`src/pwb_pkg.sv`:
```
package pwb_pkg;
	// ----------------------------------------------------------------
	// Clock
	// ----------------------------------------------------------------
	localparam int CLK_MHZ = 40;

	// ----------------------------------------------------------------
	// Bus timing, nanoseconds as printed
	// ----------------------------------------------------------------
	localparam int MIN_IDLE_TIME_NS        = 11000;
	localparam int ACTIVITY_DETECT_NS      = 9600;
	localparam int MASTER_SHORT_MIN_NS     = 11800;
	localparam int MASTER_SHORT_MAX_NS     = 17000;
	localparam int MASTER_LONG_MIN_NS      = 35400;
	localparam int MASTER_LONG_MAX_NS      = 48900;
	localparam int SLAVE_READ_ONE_MIN_NS   = 28300;
	localparam int SLAVE_READ_ONE_MAX_NS   = 38300;
	localparam int MASTER_START_MIN_NS     = 80000;
	localparam int MASTER_START_MAX_NS     = 109000;
	localparam int SLAVE_ATTN_MIN_NS       = 165000;
	localparam int SLAVE_ATTN_MAX_NS       = 228000;
	localparam int RESET_MIN_NS            = 354000;

	// ----------------------------------------------------------------
	// Cycle counts at 40 MHz
	// ----------------------------------------------------------------
	localparam int CNT_W = 16;
	localparam int MIN_IDLE_CYC  = (MIN_IDLE_TIME_NS * CLK_MHZ + 999) / 1000;
	localparam int ACT_DET_CYC   = (ACTIVITY_DETECT_NS * CLK_MHZ) / 1000;
	// Slave drive lengths aim at mid range to absorb the clock tolerance
	localparam int READ_ONE_CYC  =
		((SLAVE_READ_ONE_MIN_NS + SLAVE_READ_ONE_MAX_NS) / 2 * CLK_MHZ) / 1000;
	localparam int ATTN_CYC      =
		((SLAVE_ATTN_MIN_NS + SLAVE_ATTN_MAX_NS) / 2 * CLK_MHZ) / 1000;
	// Classification thresholds, placed between the symbol ranges
	localparam int THR_ZERO_ONE  =
		((MASTER_SHORT_MAX_NS + SLAVE_READ_ONE_MIN_NS) / 2 * CLK_MHZ) / 1000;
	localparam int THR_ONE_START =
		((MASTER_LONG_MAX_NS + MASTER_START_MIN_NS) / 2 * CLK_MHZ) / 1000;
	localparam int THR_START_ATTN =
		((MASTER_START_MAX_NS + SLAVE_ATTN_MIN_NS) / 2 * CLK_MHZ) / 1000;
	localparam int THR_ATTN_RESET =
		((SLAVE_ATTN_MAX_NS + RESET_MIN_NS) / 2 * CLK_MHZ) / 1000;
	localparam int GLITCH_CYC    = 4;
	localparam int BITS_AFTER_RESET = 14;

	// ----------------------------------------------------------------
	// Types
	// ----------------------------------------------------------------
	typedef enum logic [2:0] {
		PWB_SYM_NONE,
		PWB_SYM_ZERO,
		PWB_SYM_ONE,
		PWB_SYM_START,
		PWB_SYM_ATTN,
		PWB_SYM_RESET
	} pwb_sym_e;

	typedef enum logic [1:0] {
		PWB_WAIT_IDLE,
		PWB_IDLE,
		PWB_LOW
	} pwb_state_e;
endpackage

```
`src/pwb_slave.sv`:
```
`timescale 1ns/10ps
`default_nettype none
module pwb_slave
	import pwb_pkg::*;
(
	input  wire logic   clk,
	input  wire logic   rst,
	input  wire logic   swd_in,
	output logic        swd_out,
	output logic        swd_oe_n,
	input  wire logic   send_one,
	input  wire logic   attn_req,
	output logic        attn_busy,
	output logic        bit_valid,
	output logic        bit_value,
	output logic        start_seen,
	output logic        reset_seen,
	output logic        attn_done,
	output logic        attn_allowed
);
	import pwb_pkg::*;

	// ----------------------------------------------------------------
	// State
	// ----------------------------------------------------------------
	typedef struct packed {
		pwb_state_e        state;
		logic [CNT_W-1:0]  hi_cnt;
		logic [CNT_W-1:0]  drv_cnt;
		logic              drive;
		logic              drive_attn;
		logic              drive_one;
		logic              attn_pend;
		logic [3:0]        bits_seen;
		logic              allowed;
		logic              bit_valid;
		logic              bit_value;
		logic              start_seen;
		logic              reset_seen;
		logic              attn_done;
	} pwb_regs_s;

	pwb_regs_s         r;
	pwb_regs_s         next_r;
	logic [CNT_W-1:0]  low_cnt;
	logic              line_low;

	assign line_low = !swd_in;

	// ----------------------------------------------------------------
	// Low-duration timer
	// ----------------------------------------------------------------
	pwb_timer u_low_timer
	(
		.clk   (clk),
		.rst   (rst),
		.run   (line_low),
		.count (low_cnt)
	);

	// Classification by duration windows placed between the ranges
	function automatic pwb_sym_e classify(input logic [CNT_W-1:0] len);
		pwb_sym_e s;
		s = PWB_SYM_NONE;
		if (len < 16'(GLITCH_CYC))
			s = PWB_SYM_NONE;
		else if (len < 16'(THR_ZERO_ONE))
			s = PWB_SYM_ZERO;
		else if (len < 16'(THR_ONE_START))
			s = PWB_SYM_ONE;
		else if (len < 16'(THR_START_ATTN))
			s = PWB_SYM_START;
		else if (len < 16'(THR_ATTN_RESET))
			s = PWB_SYM_ATTN;
		else
			s = PWB_SYM_RESET;
		return s;
	endfunction

	// ----------------------------------------------------------------
	// Next state
	// ----------------------------------------------------------------
	always_comb
	begin
		pwb_sym_e sym;
		sym = PWB_SYM_NONE;
		next_r = r;
		next_r.bit_valid  = 1'b0;
		next_r.start_seen = 1'b0;
		next_r.reset_seen = 1'b0;
		next_r.attn_done  = 1'b0;

		// Own drive ends on its own count; a stalled line never extends it
		if (r.drive)
		begin
			if (r.drv_cnt != '0)
				next_r.drv_cnt = r.drv_cnt - 16'h0001;
			else
				next_r.drive = 1'b0;
		end

		if (swd_in)
			next_r.hi_cnt = (r.hi_cnt == {CNT_W{1'b1}}) ? r.hi_cnt : r.hi_cnt + 16'h0001;
		else
			next_r.hi_cnt = '0;

		case (r.state)
			PWB_WAIT_IDLE:
			begin
				if (r.hi_cnt >= 16'(MIN_IDLE_CYC))
					next_r.state = PWB_IDLE;
			end
			PWB_IDLE:
			begin
				if (line_low)
				begin
					next_r.state = PWB_LOW;
					// Joining a fresh fall counts as attention on an idle bus
					if (r.attn_pend && r.allowed)
					begin
						next_r.drive      = 1'b1;
						next_r.drive_attn = 1'b1;
						next_r.drv_cnt    = 16'(ATTN_CYC - 1);
						next_r.attn_pend  = 1'b0;
					end
					else if (send_one)
					begin
						// A one to send holds the line low for READ_ONE_CYC cycles from the fall
						next_r.drive      = 1'b1;
						next_r.drive_attn = 1'b0;
						next_r.drive_one  = 1'b1;
						next_r.drv_cnt    = 16'(READ_ONE_CYC - 1);
					end
				end
				else if (r.attn_pend && r.allowed)
				begin
					next_r.state      = PWB_LOW;
					next_r.drive      = 1'b1;
					next_r.drive_attn = 1'b1;
					next_r.drv_cnt    = 16'(ATTN_CYC - 1);
					next_r.attn_pend  = 1'b0;
				end
			end
			PWB_LOW:
			begin
				// Decision taken at the rising edge of the wire
				if (swd_in && !r.drive)
				begin
					sym = classify(low_cnt);
					next_r.state     = PWB_WAIT_IDLE;
					next_r.drive_one = 1'b0;
					next_r.drive_attn = 1'b0;
					case (sym)
						PWB_SYM_ZERO, PWB_SYM_ONE:
						begin
							// Training zeros pass as bits; no rate adjustment
							next_r.bit_valid = !r.drive_attn;
							next_r.bit_value = (sym == PWB_SYM_ONE);
							if (!r.allowed)
							begin
								if (r.bits_seen == 4'(BITS_AFTER_RESET - 1))
									next_r.allowed = 1'b1;
								next_r.bits_seen = r.bits_seen + 4'h1;
							end
						end
						PWB_SYM_START:
							next_r.start_seen = 1'b1;
						PWB_SYM_ATTN:
							next_r.attn_done = r.drive_attn;
						PWB_SYM_RESET:
						begin
							next_r.reset_seen = 1'b1;
							next_r.allowed    = 1'b0;
							next_r.bits_seen  = '0;
						end
						default:
							next_r.state = PWB_WAIT_IDLE;
					endcase
				end
			end
			default:
				next_r.state = PWB_WAIT_IDLE;
		endcase

		// Requests are latched so one that comes mid-symbol is not lost;
		// taken after the decode so one in the cycle an attention starts wins
		if (attn_req)
			next_r.attn_pend = 1'b1;
	end

	// ----------------------------------------------------------------
	// Registers
	// ----------------------------------------------------------------
	always_ff @(posedge clk)
	begin
		if (rst)
		begin
			r <= '0;
			r.state <= PWB_WAIT_IDLE;
		end
		else
			r <= next_r;
	end

	// Open drain: only ever pulls low, enable low while pulling
	always_ff @(posedge clk)
	begin
		if (rst)
		begin
			swd_out      <= 1'b1;
			swd_oe_n     <= 1'b1;
			bit_valid    <= 1'b0;
			bit_value    <= 1'b0;
			start_seen   <= 1'b0;
			reset_seen   <= 1'b0;
			attn_done    <= 1'b0;
			attn_busy    <= 1'b0;
			attn_allowed <= 1'b0;
		end
		else
		begin
			swd_out      <= 1'b0;
			swd_oe_n     <= !next_r.drive;
			bit_valid    <= next_r.bit_valid;
			bit_value    <= next_r.bit_value;
			start_seen   <= next_r.start_seen;
			reset_seen   <= next_r.reset_seen;
			attn_done    <= next_r.attn_done;
			attn_busy    <= next_r.attn_pend || next_r.drive_attn;
			attn_allowed <= next_r.allowed;
		end
	end
endmodule
`default_nettype wire

```
`src/pwb_timer.sv`:
```
`timescale 1ns/10ps
`default_nettype none
module pwb_timer
	import pwb_pkg::*;
(
	input  wire logic             clk,
	input  wire logic             rst,
	input  wire logic             run,
	output logic [CNT_W-1:0]      count
);
	// ----------------------------------------------------------------
	// Saturating duration counter, cleared whenever run drops
	// ----------------------------------------------------------------
	always_ff @(posedge clk)
	begin
		if (rst || !run)
			count <= '0;
		else if (count != {CNT_W{1'b1}})
			count <= count + 16'h0001;
	end
endmodule
`default_nettype wire

```
`config.mk`:
```
export PLATFORM = sky130hd
export DESIGN_NAME = pwb_slave
export DESIGN_NICKNAME = d
export VERILOG_FILES = /design/src/pwb_pkg.sv /design/src/pwb_slave.sv /design/src/pwb_timer.sv
export SDC_FILE = /design/constraint.sdc
export NUM_CORES = 1
export LEC_CHECK = 0
export BUFFER_PORTS_ARGS = -buffer_cell sky130_fd_sc_hd__buf_2
export CAP_MARGIN = 20
export CORE_MARGIN = 2
export CORE_UTILIZATION = 51
export CTS_BUF_LIST = sky130_fd_sc_hd__clkbuf_4 sky130_fd_sc_hd__clkbuf_8
export DETAILED_ROUTE_END_ITERATION = 10
export HOLD_SLACK_MARGIN = 0.1
export PLACE_DENSITY = 0.68
export SETUP_SLACK_MARGIN = 0.4
export SYNTH_ARGS = -nofsm -noshare
export SYNTH_HDL_FRONTEND = slang
export SYNTH_SLANG_ARGS = --single-unit
```
`constraint.sdc`:
```
create_clock -name clk -period 4.6 [get_ports clk]
set_input_delay 0.92 -clock clk [delete_from_list [all_inputs] [get_ports clk]]
set_output_delay 0.92 -clock clk [all_outputs]
set_load 0.05 [all_outputs]
```
**After elaboration in Yosys (flattened, before gate mapping)**

Index checks and enable logic that the tools add are counted.

- Latch bits: 0
- Input port bits: 5
- Memories kept: 0
- Bits in read-only memories: 0
- Word-level logic and storage cells: 102
- Output and inout bits: 9
- Memory bits (writable): 0
- Register bits after elaboration: 66

- $mul: 0
- Shift operators: 0
- Bitwise operators: 5
- Add/subtract/negate cells: 4
- Equal/unequal tests: 14
- Reduce and logical (&&, ||, !) cells: 19
- Magnitude comparators: 6
- Div/mod/pow operators: 0
- Muxes and demuxes: 37

Operators by type and width:

| operator | count |
|---|---|
| $mux 18 | 3 |
| $mux 17 | 2 |
| $add 16x1->16 const B | 2 |
| $mux 19 | 1 |
| $mux 3 | 6 |
| $eq 16x16->1 const B | 1 |
| $ge 16x9->1 const B | 1 |
| $lt 16x10->1 const B | 1 |
| $lt 16x12->1 const B | 1 |
| $lt 16x13->1 const B | 1 |
| $lt 16x14->1 const B | 1 |
| $lt 16x3->1 const B | 1 |
| $mux 16 | 1 |
| $ne 16x16->1 const B | 1 |
| $reduce_bool 16->1 | 1 |
| $sub 16x1->16 const B | 1 |
| $mux 1 | 12 |
| $mux 2 | 6 |
| $mux 6 | 2 |
| $pmux 5 s2 | 1 |
| $reduce_and 3->1 | 3 |
| $reduce_or 4->1 | 2 |
| $eq 3x2->1 const B | 2 |
| $eq 3x3->1 const B | 2 |
| 19 further kinds | 30 |

**Depth between registers and ports, before layout**

Gate-level depths: netlist of the first run.

- Depth after elaboration: 13
- Gate-level depth with buffers: 7
- Mapped depth without buffers: 7

**By module**

Synthesis of the first run repeated with hierarchy kept, for this count alone.

- Cell total of the unflattened synthesis: 410
- Area, all modules: 3,434.5 µm²

Modules (own cells, without submodules):

| module | seq. area each (µm²) | area an instance (µm²) | cells an instance | times used |
|---|---|---|---|---|
| pwb_slave | 1,001.0 | 2,622.5 | 316 | 1 |
| pwb_timer | 320.3 | 812.0 | 94 | 1 |

**Worst setup path after synthesis of the first run**

No wires, ideal clock.

- Path kind: register to register
- Start: register u_low_timer.count[3]
- End: register r[7] in the netlist's numbering
- Library setup time: 0.121 ns
- Data arrival time: 2.137 ns
- Required time: 4.479 ns
- Clock period less this slack: 2.258 ns
- Path slack: 2.342 ns
- Path buffers: 1
- Cell stages (with the launch flop): 7
- Path through: dfxtp_1 -> buf_6 -> or4_4 -> o311a_4 -> nor3_2 -> o21ba_4 -> mux2_4

- Longest elaborated chain between the ends: 12
- Elaborated cells between the ends (all ways): 20
- Classes of those cells: 5 x order compare; 4 x eq/ne; 8 x mux; 3 x reduce/logical

RTL lines:

| item | line | RTL |
|---|---|---|
| start, declared | pwb_timer.sv:9 | `output logic [CNT_W-1:0] count` |
| start signal, assigned | pwb_timer.sv:19 | `count <= count + 16'h0001;` |
| $lt 16x14->1 | pwb_slave.sv:73 | `else if (len < 16'(THR_ATTN_RESET))` |
| $mux 1 | pwb_slave.sv:73 |  |
| $mux 3 | pwb_slave.sv:71 | `else if (len < 16'(THR_START_ATTN))` |
| $mux 3 | pwb_slave.sv:69 | `else if (len < 16'(THR_ONE_START))` |
| $mux 3 | pwb_slave.sv:67 | `else if (len < 16'(THR_ZERO_ONE))` |
| $mux 3 * | pwb_slave.sv:65 | `if (len < 16'(GLITCH_CYC))` |
| $mux 3 * | pwb_slave.sv:147 | `if (swd_in && !r.drive)` |
| $mux 3 * | pwb_slave.sv:107 | `case (r.state)` |
| $eq 3x2->1 / $eq 3x1->1 (equally long branches) | pwb_slave.sv:153 | `case (sym)` |
| $reduce_or 2->1 | pwb_slave.sv:153 |  |
| $ne 2x2->1 (no line) / $reduce_bool 2->1 (equally long branches) | n/a |  |
| $reduce_and 4->1 (no line) | n/a |  |
| end signal, assigned | pwb_slave.sv:202 | `r <= next_r;` |
| end, declared | pwb_slave.sv:43 | `pwb_regs_s r;` |

Every way passes the cells marked *; elsewhere a longest branch is shown, timed or not. The select of a mux whose other input is x is not followed.
A chain may end at the register's enable or synchronous reset.

**Final worst setup path of the first run**

Ends and elaborated chain as after synthesis.

==> flow_summary.toml, run 1 <==
[clock_network]
postCtsResizedCells = 0
cts.sinks = 66
cts_hold_buffers = 0
cts.root.buffer_cell = "sky130_fd_sc_hd__clkbuf_8"
clk_pin_slew_worst_paths_ns = 0.07
cts.htree.levels = 3
tritoncts_clock_tree = "yes"
cts_post_setup_buffers_inserted = 0
number_of_buffers_created_by_cts = 9
clockBufferDepth = 2
clock_latency_ns = 0.34

[final_layout]
layout-drive-gt1-share_pct = 9.29
syn_to_final_growth_pct = 7.31
antenna_cells = 0
layout.nets = 434
layout.cells.most_common_list = "66 x sky130_fd_sc_hd__dfxtp_1, 42 x sky130_fd_sc_hd__nor2_1, 35 x sky130_fd_sc_hd__nand2_1"
multi_input_area_um2 = 1980
layout.filler_cells = 628
fin_area_um2 = 3710
seqCellArea_um2 = 1320
final_common_cell = "sky130_fd_sc_hd__dfxtp_1"

[global_routing]
grt_use_total_pct = 20.1
grt_pass1_vias = 2699
grt_antenna_before_repair = 0
grt_max_degree = 21
grt_overflow_total = 0
wire_length_of_the_first_global_routing_pass_um = 12200

[logic_synthesis]
synth_top_cell_area_share_pct = 38.2
synthAdderAreaFrac_pct = 3.62
synth-edff-count = 0
netlist_instances = 411
post-synth-top-area-cell = "sky130_fd_sc_hd__dfxtp_1"
synth_simple_gate_area_share_pct = 27.1
synth_top_family_by_area = "simple AND/OR/NAND/NOR gates"
syn-cell-area_um2 = 3460
synth_area_leaders = "sky130_fd_sc_hd__dfxtp_1 38%, sky130_fd_sc_hd__xnor2_1 5.1%, sky130_fd_sc_hd__nor2_1 4.6%, sky130_fd_sc_hd__nand2_1 3.8%, sky130_fd_sc_hd__nand3_1 3.8%"
yosys_register_bits = 66
avgSynthCellArea_um2 = 8.41
yosys.area_share.xor_xnor_pct = 7.34
post_synthesis_sequential_area_ratio_pct = 38.2
synth_compound_gate_area_share_pct = 18.2
ys_types = 59
synth_warnings = 0
postSynth.topFlopCell = "sky130_fd_sc_hd__dfxtp_1"
synthesis.nets = 426
synth.area.mux_share_pct = 1.01
async_flop_share_pct = 0

[floorplan]
initial_core_util_pct = 51.8
ioPinCount = 14
placeableCoreArea_um2 = 6680
fp-row-count = 30
die_width_um = 86.3
die_area_um2 = 7460
die_height_um = 86.3

[route]
postRouteAntennaNets = 0
met3_length_um = 257
met2RoutedLength_um = 3260
drc_errors = 0
top_layer_used = "met4"
routed_via_density = 5.93
first_iter_violations = 137
avgRoutedWirePerCell_um = 14.0
routed_wl_um = 6990
wl_met1_um = 3370
routed-via-count = 2967
first_pass_iters = 5

[placed_design]
routabilityCongestion = 0.823
placed_area_um2 = 3560
detailed_place_hpwl_um = 4970
io_buffer_count = 13
dp_worst_setup_slack_ns = 2.08

[timing]
max_freq_mhz = 421
maxSlewViolCount = 0
final.period_utilization_pct = 51.7
timing.final.ws_setup_ns = 2.22
max_slew.worst_pin.slew_ns = 0.979
final_period_minus_worst_setup_slack_ns = 2.38
final.setup.tns_ns = 0
holdWs_ns = 0.467
report.final.setup_viol = 0
worst_clock_skew_ns = 0.00803
timing.max_slew.rel_slack_pct = 34.2
unrepaired_setup_endpoints_after_global_routing = "false"
hold_violations = 0

[flow_run]
drv.max_cap_violation_count = 0

[critical_path]
timing.setup.critical_path_class = "register to register"
critPathLaunchType = "register"
cp_data_arrival_time_ns = 2.60
cp.required_ns = 4.83
cp_max_fo = 8
crit_path_end_kind = "register"

[power_and_ir_drop]
total_leakage_power_nw = 1.32
ir_drop_v = 0.000199
power_density_nw_per_um2 = 314

[min_path]
min_path_type = "register to register"

[status]
status = "complete, no violations"
[Yosys cell counts, types with 5 or more instances]
cell type                  number
sky130_fd_sc_hd__o21ai_0       10
sky130_fd_sc_hd__a21oi_1       18
sky130_fd_sc_hd__nand2_1       35
sky130_fd_sc_hd__or3_1          5
sky130_fd_sc_hd__nor2_1        42
sky130_fd_sc_hd__xnor2_1       20
sky130_fd_sc_hd__and3_1         8
sky130_fd_sc_hd__clkbuf_1      15
sky130_fd_sc_hd__nand4_1        6
sky130_fd_sc_hd__dfxtp_1       66
sky130_fd_sc_hd__nor4_1         6
sky130_fd_sc_hd__xor2_1         9
sky130_fd_sc_hd__o211ai_1       9
sky130_fd_sc_hd__a31oi_1        8
sky130_fd_sc_hd__nand3_1       26
sky130_fd_sc_hd__a211oi_1      12
sky130_fd_sc_hd__ha_1          10
sky130_fd_sc_hd__or4_1          9
sky130_fd_sc_hd__nor3_1        15
sky130_fd_sc_hd__inv_1         21
[metrics by stage]
step / utilization (%) / power [mW] / instances
after floorplan: - / 0.740 / 411
after global placement: 53.3 / 0.773 / 488
after detailed placement: 53.3 / 0.776 / 488
after CTS: 55.5 / 1.18 / 500
after global routing: 55.5 / 1.23 / 500
final: 55.5 / 1.16 / 500
[where the power goes]
part	internal (mW)	total (mW)	switching, mW	leakage (nW)
Combinational	0.0574	0.157	0.0992	0.704
Clock	0.203	0.398	0.195	0.0804
Sequential	0.591	0.610	0.0185	0.534
Total	0.852	1.16	0.313	1.32
[logic make-up (layout without fill, tap and decap cells)]
kind of cell,Yosys count,count (layout)
buffers and inverters,39,48
AND/OR/NAND/NOR,177,177
multiplexers,3,3
flip-flops,66,66
adder cells (fa/ha/maj),10,10
AO/OA/AOI/OAI,87,87
XOR/XNOR,29,29
[final timing paths]
check	from	to	slack [ns]	cells past startpoint
worst max-delay path	u_low_timer.count[3]	r[7]	2.22	5
worst max register to register	u_low_timer.count[3]	r[7]	2.22	5
worst min-delay path	r[17]	r[17]	0.47	2
worst min register to register	r[17]	r[17]	0.47	2
[metal layers]
layer,GRT usage [%],up-vias
met3,4.86,10
met4,8.24,0
met1,26.4,1389
met5,0,-
li1,-,1506
met2,31.7,62
[area by class of cell]
type / count / share of cell area, %
Tap cell: 80 / 2.70
Sequential cell: 66 / 35.6
Timing Repair Buffer: 15 / 2.16
Inverter: 21 / 2.12
Clock buffer: 11 / 3.91
Multi-Input combinational cell: 306 / 53.4
Clock inverter: 1 / 0.135
[critical path: stages (launching register included)]
cell and delay, ns:
sky130_fd_sc_hd__dfxtp_1 0.38, sky130_fd_sc_hd__or4_4 0.60, sky130_fd_sc_hd__o311a_4 0.36, sky130_fd_sc_hd__nor3_2 0.39, sky130_fd_sc_hd__o21ba_4 0.24, sky130_fd_sc_hd__mux2_4 0.29
[sequential cells by signal, indices dropped and copies added, names as in the netlist]
signal / count
attn_allowed: 1
attn_busy: 1
attn_done: 1
bit_valid: 1
bit_value: 1
r: 41
reset_seen: 1
start_seen: 1
swd_oe_n: 1
swd_out: 1
u_low_timer.count: 16
Note: power is estimated with default switching activity, not from simulation.
==> inputs of run 2 (changes only) <==
--- a/config.mk
+++ b/config.mk
@@ -12,7 +12,7 @@
 export CTS_BUF_LIST = sky130_fd_sc_hd__clkbuf_4 sky130_fd_sc_hd__clkbuf_8
 export DETAILED_ROUTE_END_ITERATION = 10
 export HOLD_SLACK_MARGIN = 0.1
-export PLACE_DENSITY = 0.68
+export PLACE_DENSITY = 0.7
 export SETUP_SLACK_MARGIN = 0.4
 export SYNTH_ARGS = -nofsm -noshare
 export SYNTH_HDL_FRONTEND = slang
==> constraint.sdc (replaced) <==
create_clock -name clk -period 2 [get_ports clk]
set_input_delay 0.4 -clock clk [delete_from_list [all_inputs] [get_ports clk]]
set_output_delay 0.4 -clock clk [all_outputs]
set_load 0.05 [all_outputs]
==> flow_summary.toml, run 2 (synthesized netlist as in run 1, its figures left out) <==
[status]
status = "finished, violations left"
violations = "setup timing"

[placed_design]
detailed_place_hpwl_um = 5460
io_buffer_count = 13
routabilityCongestion = 0.816
placed_cell_count = 522

[critical_path]
crit_path_end_kind = "register"
r2r_startpoint = "u_low_timer.count[2]"
crit_start = "u_low_timer.count[2]"
worstSetupEndpoint = "attn_allowed"
critical_path.reg2reg.endpoint = "attn_allowed"
worstRegToRegCells = 6
cp_data_arrival_time_ns = 2.38
timing.setup.critical_path_class = "register to register"
setup.reg_to_reg.worst_slack_ns = -0.14
cp.required_ns = 2.24
cp_max_fo = 3
critPathLaunchType = "register"

[global_routing]
grt_use_total_pct = 23.7
grt_antenna_before_repair = 0
wire_length_of_the_first_global_routing_pass_um = 14300
grt_overflow_total = 0
grt_max_degree = 20
grt_pass1_vias = 3116

[final_layout]
syn_to_final_growth_pct = 42.9
largest_reg_flops = 41
multi_input_area_um2 = 2520
layout.cells.most_common_list = "49 x sky130_fd_sc_hd__dfxtp_1, 43 x sky130_fd_sc_hd__buf_4, 41 x sky130_fd_sc_hd__nor2_1"
layout.filler_cells = 460
reg.largest.list = "r (41), u_low_timer.count (16)"
final_common_cell = "sky130_fd_sc_hd__dfxtp_1"
antenna_cells = 0
layout-drive-gt1-share_pct = 39.2
seqCellArea_um2 = 1360
layout.nets = 502
regMostFlops = "r"
layout.cells.non_filler = 572

[floorplan]
ioPinCount = 14
die_width_um = 86.3
die_area_um2 = 7460
fp-row-count = 30
die_height_um = 86.3
initial_core_util_pct = 51.8
placeableCoreArea_um2 = 6680

[route]
drc_errors = 0
routed_wl_um = 9630
first_pass_iters = 5
first_iter_violations = 262
avgRoutedWirePerCell_um = 16.8
routed-via-count = 3457
routed_via_density = 6.04
postRouteAntennaNets = 0

[clock_network]
cts.htree.levels = 3
tritoncts_clock_tree = "yes"
number_of_buffers_created_by_cts = 9
clockBufferDepth = 2
cts.sinks = 66
clock_latency_ns = 0.35
cts_hold_buffers = 0
cts.root.buffer_cell = "sky130_fd_sc_hd__clkbuf_8"
clk_pin_slew_worst_paths_ns = 0.07

[power_and_ir_drop]
power_density_nw_per_um2 = 634
ir_drop_v = 0.000527
comb_power_share_pct = 19.2
power.share.switching_pct = 27.8
seqPwrFrac_pct = 44.7
power_frac_clock_pct = 36.1
total_leakage_power_nw = 1.88
power_switching_mw = 0.872
internal_power_mw = 2.26

[timing]
worst_clock_skew_ns = 0.00747
timing.final.ws_setup_ns = -0.136
hold_violations = 0
final.setup.tns_ns = -0.414
report.final.setup_viol = 4
maxSlewViolCount = 0
timing.max_slew.rel_slack_pct = 57.3
final.period_utilization_pct = 107
max_freq_mhz = 468
unrepaired_setup_endpoints_after_global_routing = "true"
max_slew.worst_pin.slew_ns = 0.640
final_period_minus_worst_setup_slack_ns = 2.14

[min_path]
min_path_type = "input port to register"

[flow_run]
drv.max_cap_violation_count = 0
[run 2: cell types whose count changed in the layout (fill, tap and decap cells not counted), moves of 5 or more]
cell and delta:
sky130_fd_sc_hd__buf_4 +41, sky130_fd_sc_hd__buf_6 +26, sky130_fd_sc_hd__dfxtp_1 -17, sky130_fd_sc_hd__dfxtp_2 +11, sky130_fd_sc_hd__a211oi_1 -10, sky130_fd_sc_hd__nand3_1 -9, sky130_fd_sc_hd__nand3_2 +9, sky130_fd_sc_hd__a211oi_2 +7
sky130_fd_sc_hd__dfxtp_4 +6, sky130_fd_sc_hd__nor3_1 -6, sky130_fd_sc_hd__a21oi_1 -5, sky130_fd_sc_hd__nand2_1 -5, sky130_fd_sc_hd__nor3_4 +5
[run 2: power by group through the flow]
stage | sequential (mW) | clock, mW | combinational, mW
after floorplan | 1.43 | 0 | 0.324
final | 1.40 | 1.13 | 0.600
after detailed placement | 1.43 | 0 | 0.434
after global placement | 1.43 | 0 | 0.427
after CTS | 1.40 | 1.13 | 0.514
after global routing | 1.41 | 1.20 | 0.656
[run 2: routing by layer]
layer  up-vias  routed length (um)  global-route usage, %
met3        23                 418                   5.81
met2        97                4960                   40.2
li1       1647                   -                      -
met5         -                   0                      0
met4         0                 235                   5.97
met1      1690                4010                   30.3
[run 2: worst min-delay path by stage]
stage / start / to / cells past startpoint
final: attn_req / r[10] / 3
after global placement: r[17] / r[17] / 2
after detailed placement: r[17] / r[17] / 2
after CTS: attn_req / r[10] / 3
after floorplan: rst / swd_out / 0
after global routing: attn_req / r[10] / 3
[run 2: repair_timing]
item	4_1_cts	5_1_grt
endpoints found under the setup margin	56	59
setup buffers	17	16
cloned	1	0
pin swaps	26	35
resized for setup	48	88
[run 2: area by class of cell]
class / instances / share of cell area [%]
clock buffers: 13 / 3.11
clock inverters: 3 / 0.810
inverters: 21 / 1.59
multi-input cells: 306 / 50.9
flip-flops and latches: 66 / 27.5
well taps: 80 / 2.03
repair buffers: 83 / 14.1
[run 2: through the flow]
stage | hold slack, ns | worst slack, ns | area (um^2) | power [mW] | util (%)
after global routing | 0.307 | -0.197 | 4940 | 3.27 | 74.0
after detailed placement | 0.467 | -0.147 | 3900 | 1.86 | 58.4
after CTS | 0.287 | -0.114 | 4410 | 3.04 | 65.9
after floorplan | 0.428 | -0.221 | 3560 | 1.76 | -
after global placement | 0.453 | -0.144 | 3900 | 1.85 | 58.4
final | 0.289 | -0.136 | 4940 | 3.13 | 74.0
[run 2: critical path, cell delays in order (launching register included)]
cell,delay [ns]
sky130_fd_sc_hd__dfxtp_1,0.31
sky130_fd_sc_hd__or4_4,0.55
sky130_fd_sc_hd__o311a_4,0.43
sky130_fd_sc_hd__nor3_4,0.23
sky130_fd_sc_hd__buf_6,0.14
sky130_fd_sc_hd__o21ai_1,0.07
sky130_fd_sc_hd__a221oi_1,0.31
==> inputs of run 3 (changes only) <==
--- a/config.mk
+++ b/config.mk
@@ -13,6 +13,7 @@
 export DETAILED_ROUTE_END_ITERATION = 10
 export HOLD_SLACK_MARGIN = 0.1
 export PLACE_DENSITY = 0.7
+export REMOVE_ABC_BUFFERS = 1
 export SETUP_SLACK_MARGIN = 0.4
 export SYNTH_ARGS = -nofsm -noshare
 export SYNTH_HDL_FRONTEND = slang
==> flow_summary.toml, run 3 (synthesized netlist as in run 1, its figures left out) <==
[status]
status = "finished, violations left"
violations = "setup timing"

[final_layout]
syn_to_final_growth_pct = 42.7
layout-drive-gt1-share_pct = 41.3
multi_input_area_um2 = 2490
seqCellArea_um2 = 1370
layout.cells.most_common_list = "48 x sky130_fd_sc_hd__buf_4, 41 x sky130_fd_sc_hd__dfxtp_1, 40 x sky130_fd_sc_hd__nor2_1"
regMostFlops = "r"
final_common_cell = "sky130_fd_sc_hd__buf_4"
reg.largest.list = "r (41), u_low_timer.count (16)"
final_core_util_pct = 73.8
antenna_cells = 0
layout.filler_cells = 444
largest_reg_flops = 41
layout.nets = 503

[critical_path]
critPathLaunchType = "register"
timing.setup.critical_path_class = "register to register"
cp_max_fo = 3
cp.required_ns = 2.23
cp_data_arrival_time_ns = 2.36
crit_path_end_kind = "register"

[clock_network]
clockBufferDepth = 2
clock_latency_ns = 0.34
tritoncts_clock_tree = "yes"
cts.sinks = 66
clk_pin_slew_worst_paths_ns = 0.07
cts.htree.levels = 3
number_of_buffers_created_by_cts = 9
cts.root.buffer_cell = "sky130_fd_sc_hd__clkbuf_8"

[floorplan]
die_width_um = 86.3
die_height_um = 86.3
initial_core_util_pct = 51.8
fp-row-count = 30
die_area_um2 = 7460
placeableCoreArea_um2 = 6680
ioPinCount = 14

[global_routing]
grt_antenna_before_repair = 0
wire_length_of_the_first_global_routing_pass_um = 14100
grt_overflow_total = 0
grt_use_total_pct = 23.3
grt_max_degree = 20
grt_pass1_vias = 3094

[route]
avgRoutedWirePerCell_um = 16.7
routed_wl_um = 9550
drc_errors = 0
first_pass_iters = 5
postRouteAntennaNets = 0
first_iter_violations = 150
routed_via_density = 6.04
routed-via-count = 3449

[timing]
max_slew.worst_pin.slew_ns = 0.582
unrepaired_setup_endpoints_after_global_routing = "true"
final.period_utilization_pct = 107
worst_clock_skew_ns = 0.0122
hold_violations = 0
max_freq_mhz = 469
timing.max_slew.rel_slack_pct = 61.1
maxSlewViolCount = 0
report.final.setup_viol = 5
final_period_minus_worst_setup_slack_ns = 2.13
timing.final.ws_setup_ns = -0.132

[power_and_ir_drop]
internal_power_mw = 2.29
power_switching_mw = 0.865
ir_drop_v = 0.000445
comb_power_share_pct = 20.0
power_density_nw_per_um2 = 639
total_leakage_power_nw = 1.83
power_frac_clock_pct = 35.6
power.share.switching_pct = 27.5
p_total_mw = 3.15
seqPwrFrac_pct = 44.4

[placed_design]
routabilityCongestion = 0.836
io_buffer_count = 13
detailed_place_hpwl_um = 5470

[min_path]
min_path_type = "input port to register"

[flow_run]
drv.max_cap_violation_count = 0
run 3: layout make-up:
| type | count | area share [%] |
|---|---|---|
| inverters | 21 | 1.60 |
| repair buffers | 84 | 14.1 |
| well taps | 80 | 2.03 |
| multi-input cells | 306 | 50.5 |
| flip-flops and latches | 66 | 27.8 |
| clock inverters | 3 | 0.812 |
| clock buffers | 11 | 3.07 |
run 3: layer usage:
layer  vias to the layer above  global-route usage, %  routed length [um]
li1                       1652                      -                   -
met1                      1685                   30.2                4160
met2                       102                   39.2                4800
met3                        10                   3.81                 480
met4                         0                   7.95                 112
met5                         -                      0                   0
run 3: power groups by stage:
stage / clock, mW / sequential [mW] / combinational [mW]
after floorplan: 0 / 1.43 / 0.260
after global placement: 0 / 1.42 / 0.406
after detailed placement: 0 / 1.42 / 0.414
after CTS: 1.12 / 1.40 / 0.509
after global routing: 1.18 / 1.41 / 0.686
final: 1.12 / 1.40 / 0.632
run 3: final timing paths:
path,endpoint,slack (ns),startpoint,cells after the start
max,r[7],-0.13,u_low_timer.count[2],5
min,r[10],0.31,attn_req,3
max reg2reg,r[7],-0.13,u_low_timer.count[2],5
min reg2reg,r[15],0.49,r[15],2
run 3: worst max-delay path: stages (launching register included):
cell and delay [ns]:
sky130_fd_sc_hd__dfxtp_2 0.32, sky130_fd_sc_hd__or4_4 0.54, sky130_fd_sc_hd__o311a_4 0.36, sky130_fd_sc_hd__o41ai_4 0.31, sky130_fd_sc_hd__o21ba_4 0.21, sky130_fd_sc_hd__mux2_4 0.29
run 3: through the flow:
step                setup slack, ns  cells  TNS, ns  cell area [um^2]  hold WS, ns
finish                       -0.132    571   -0.272              4930        0.308
global route                 -0.205    571   -0.737              4930        0.308
CTS                          -0.121    556   -0.368              4420        0.301
detailed placement           -0.149    526   -0.280              3850        0.458
global placement             -0.100    526   -0.196              3850        0.450
floorplan                    -0.212    393   -0.228              3380        0.428
run 3: repair_timing:
action	CTS	global route
gates resized for setup	66	92
pin swaps	32	45
gates cloned	1	0
buffers inserted	15	15
endpoints found under the setup margin	60	55
hold buffers	0	0
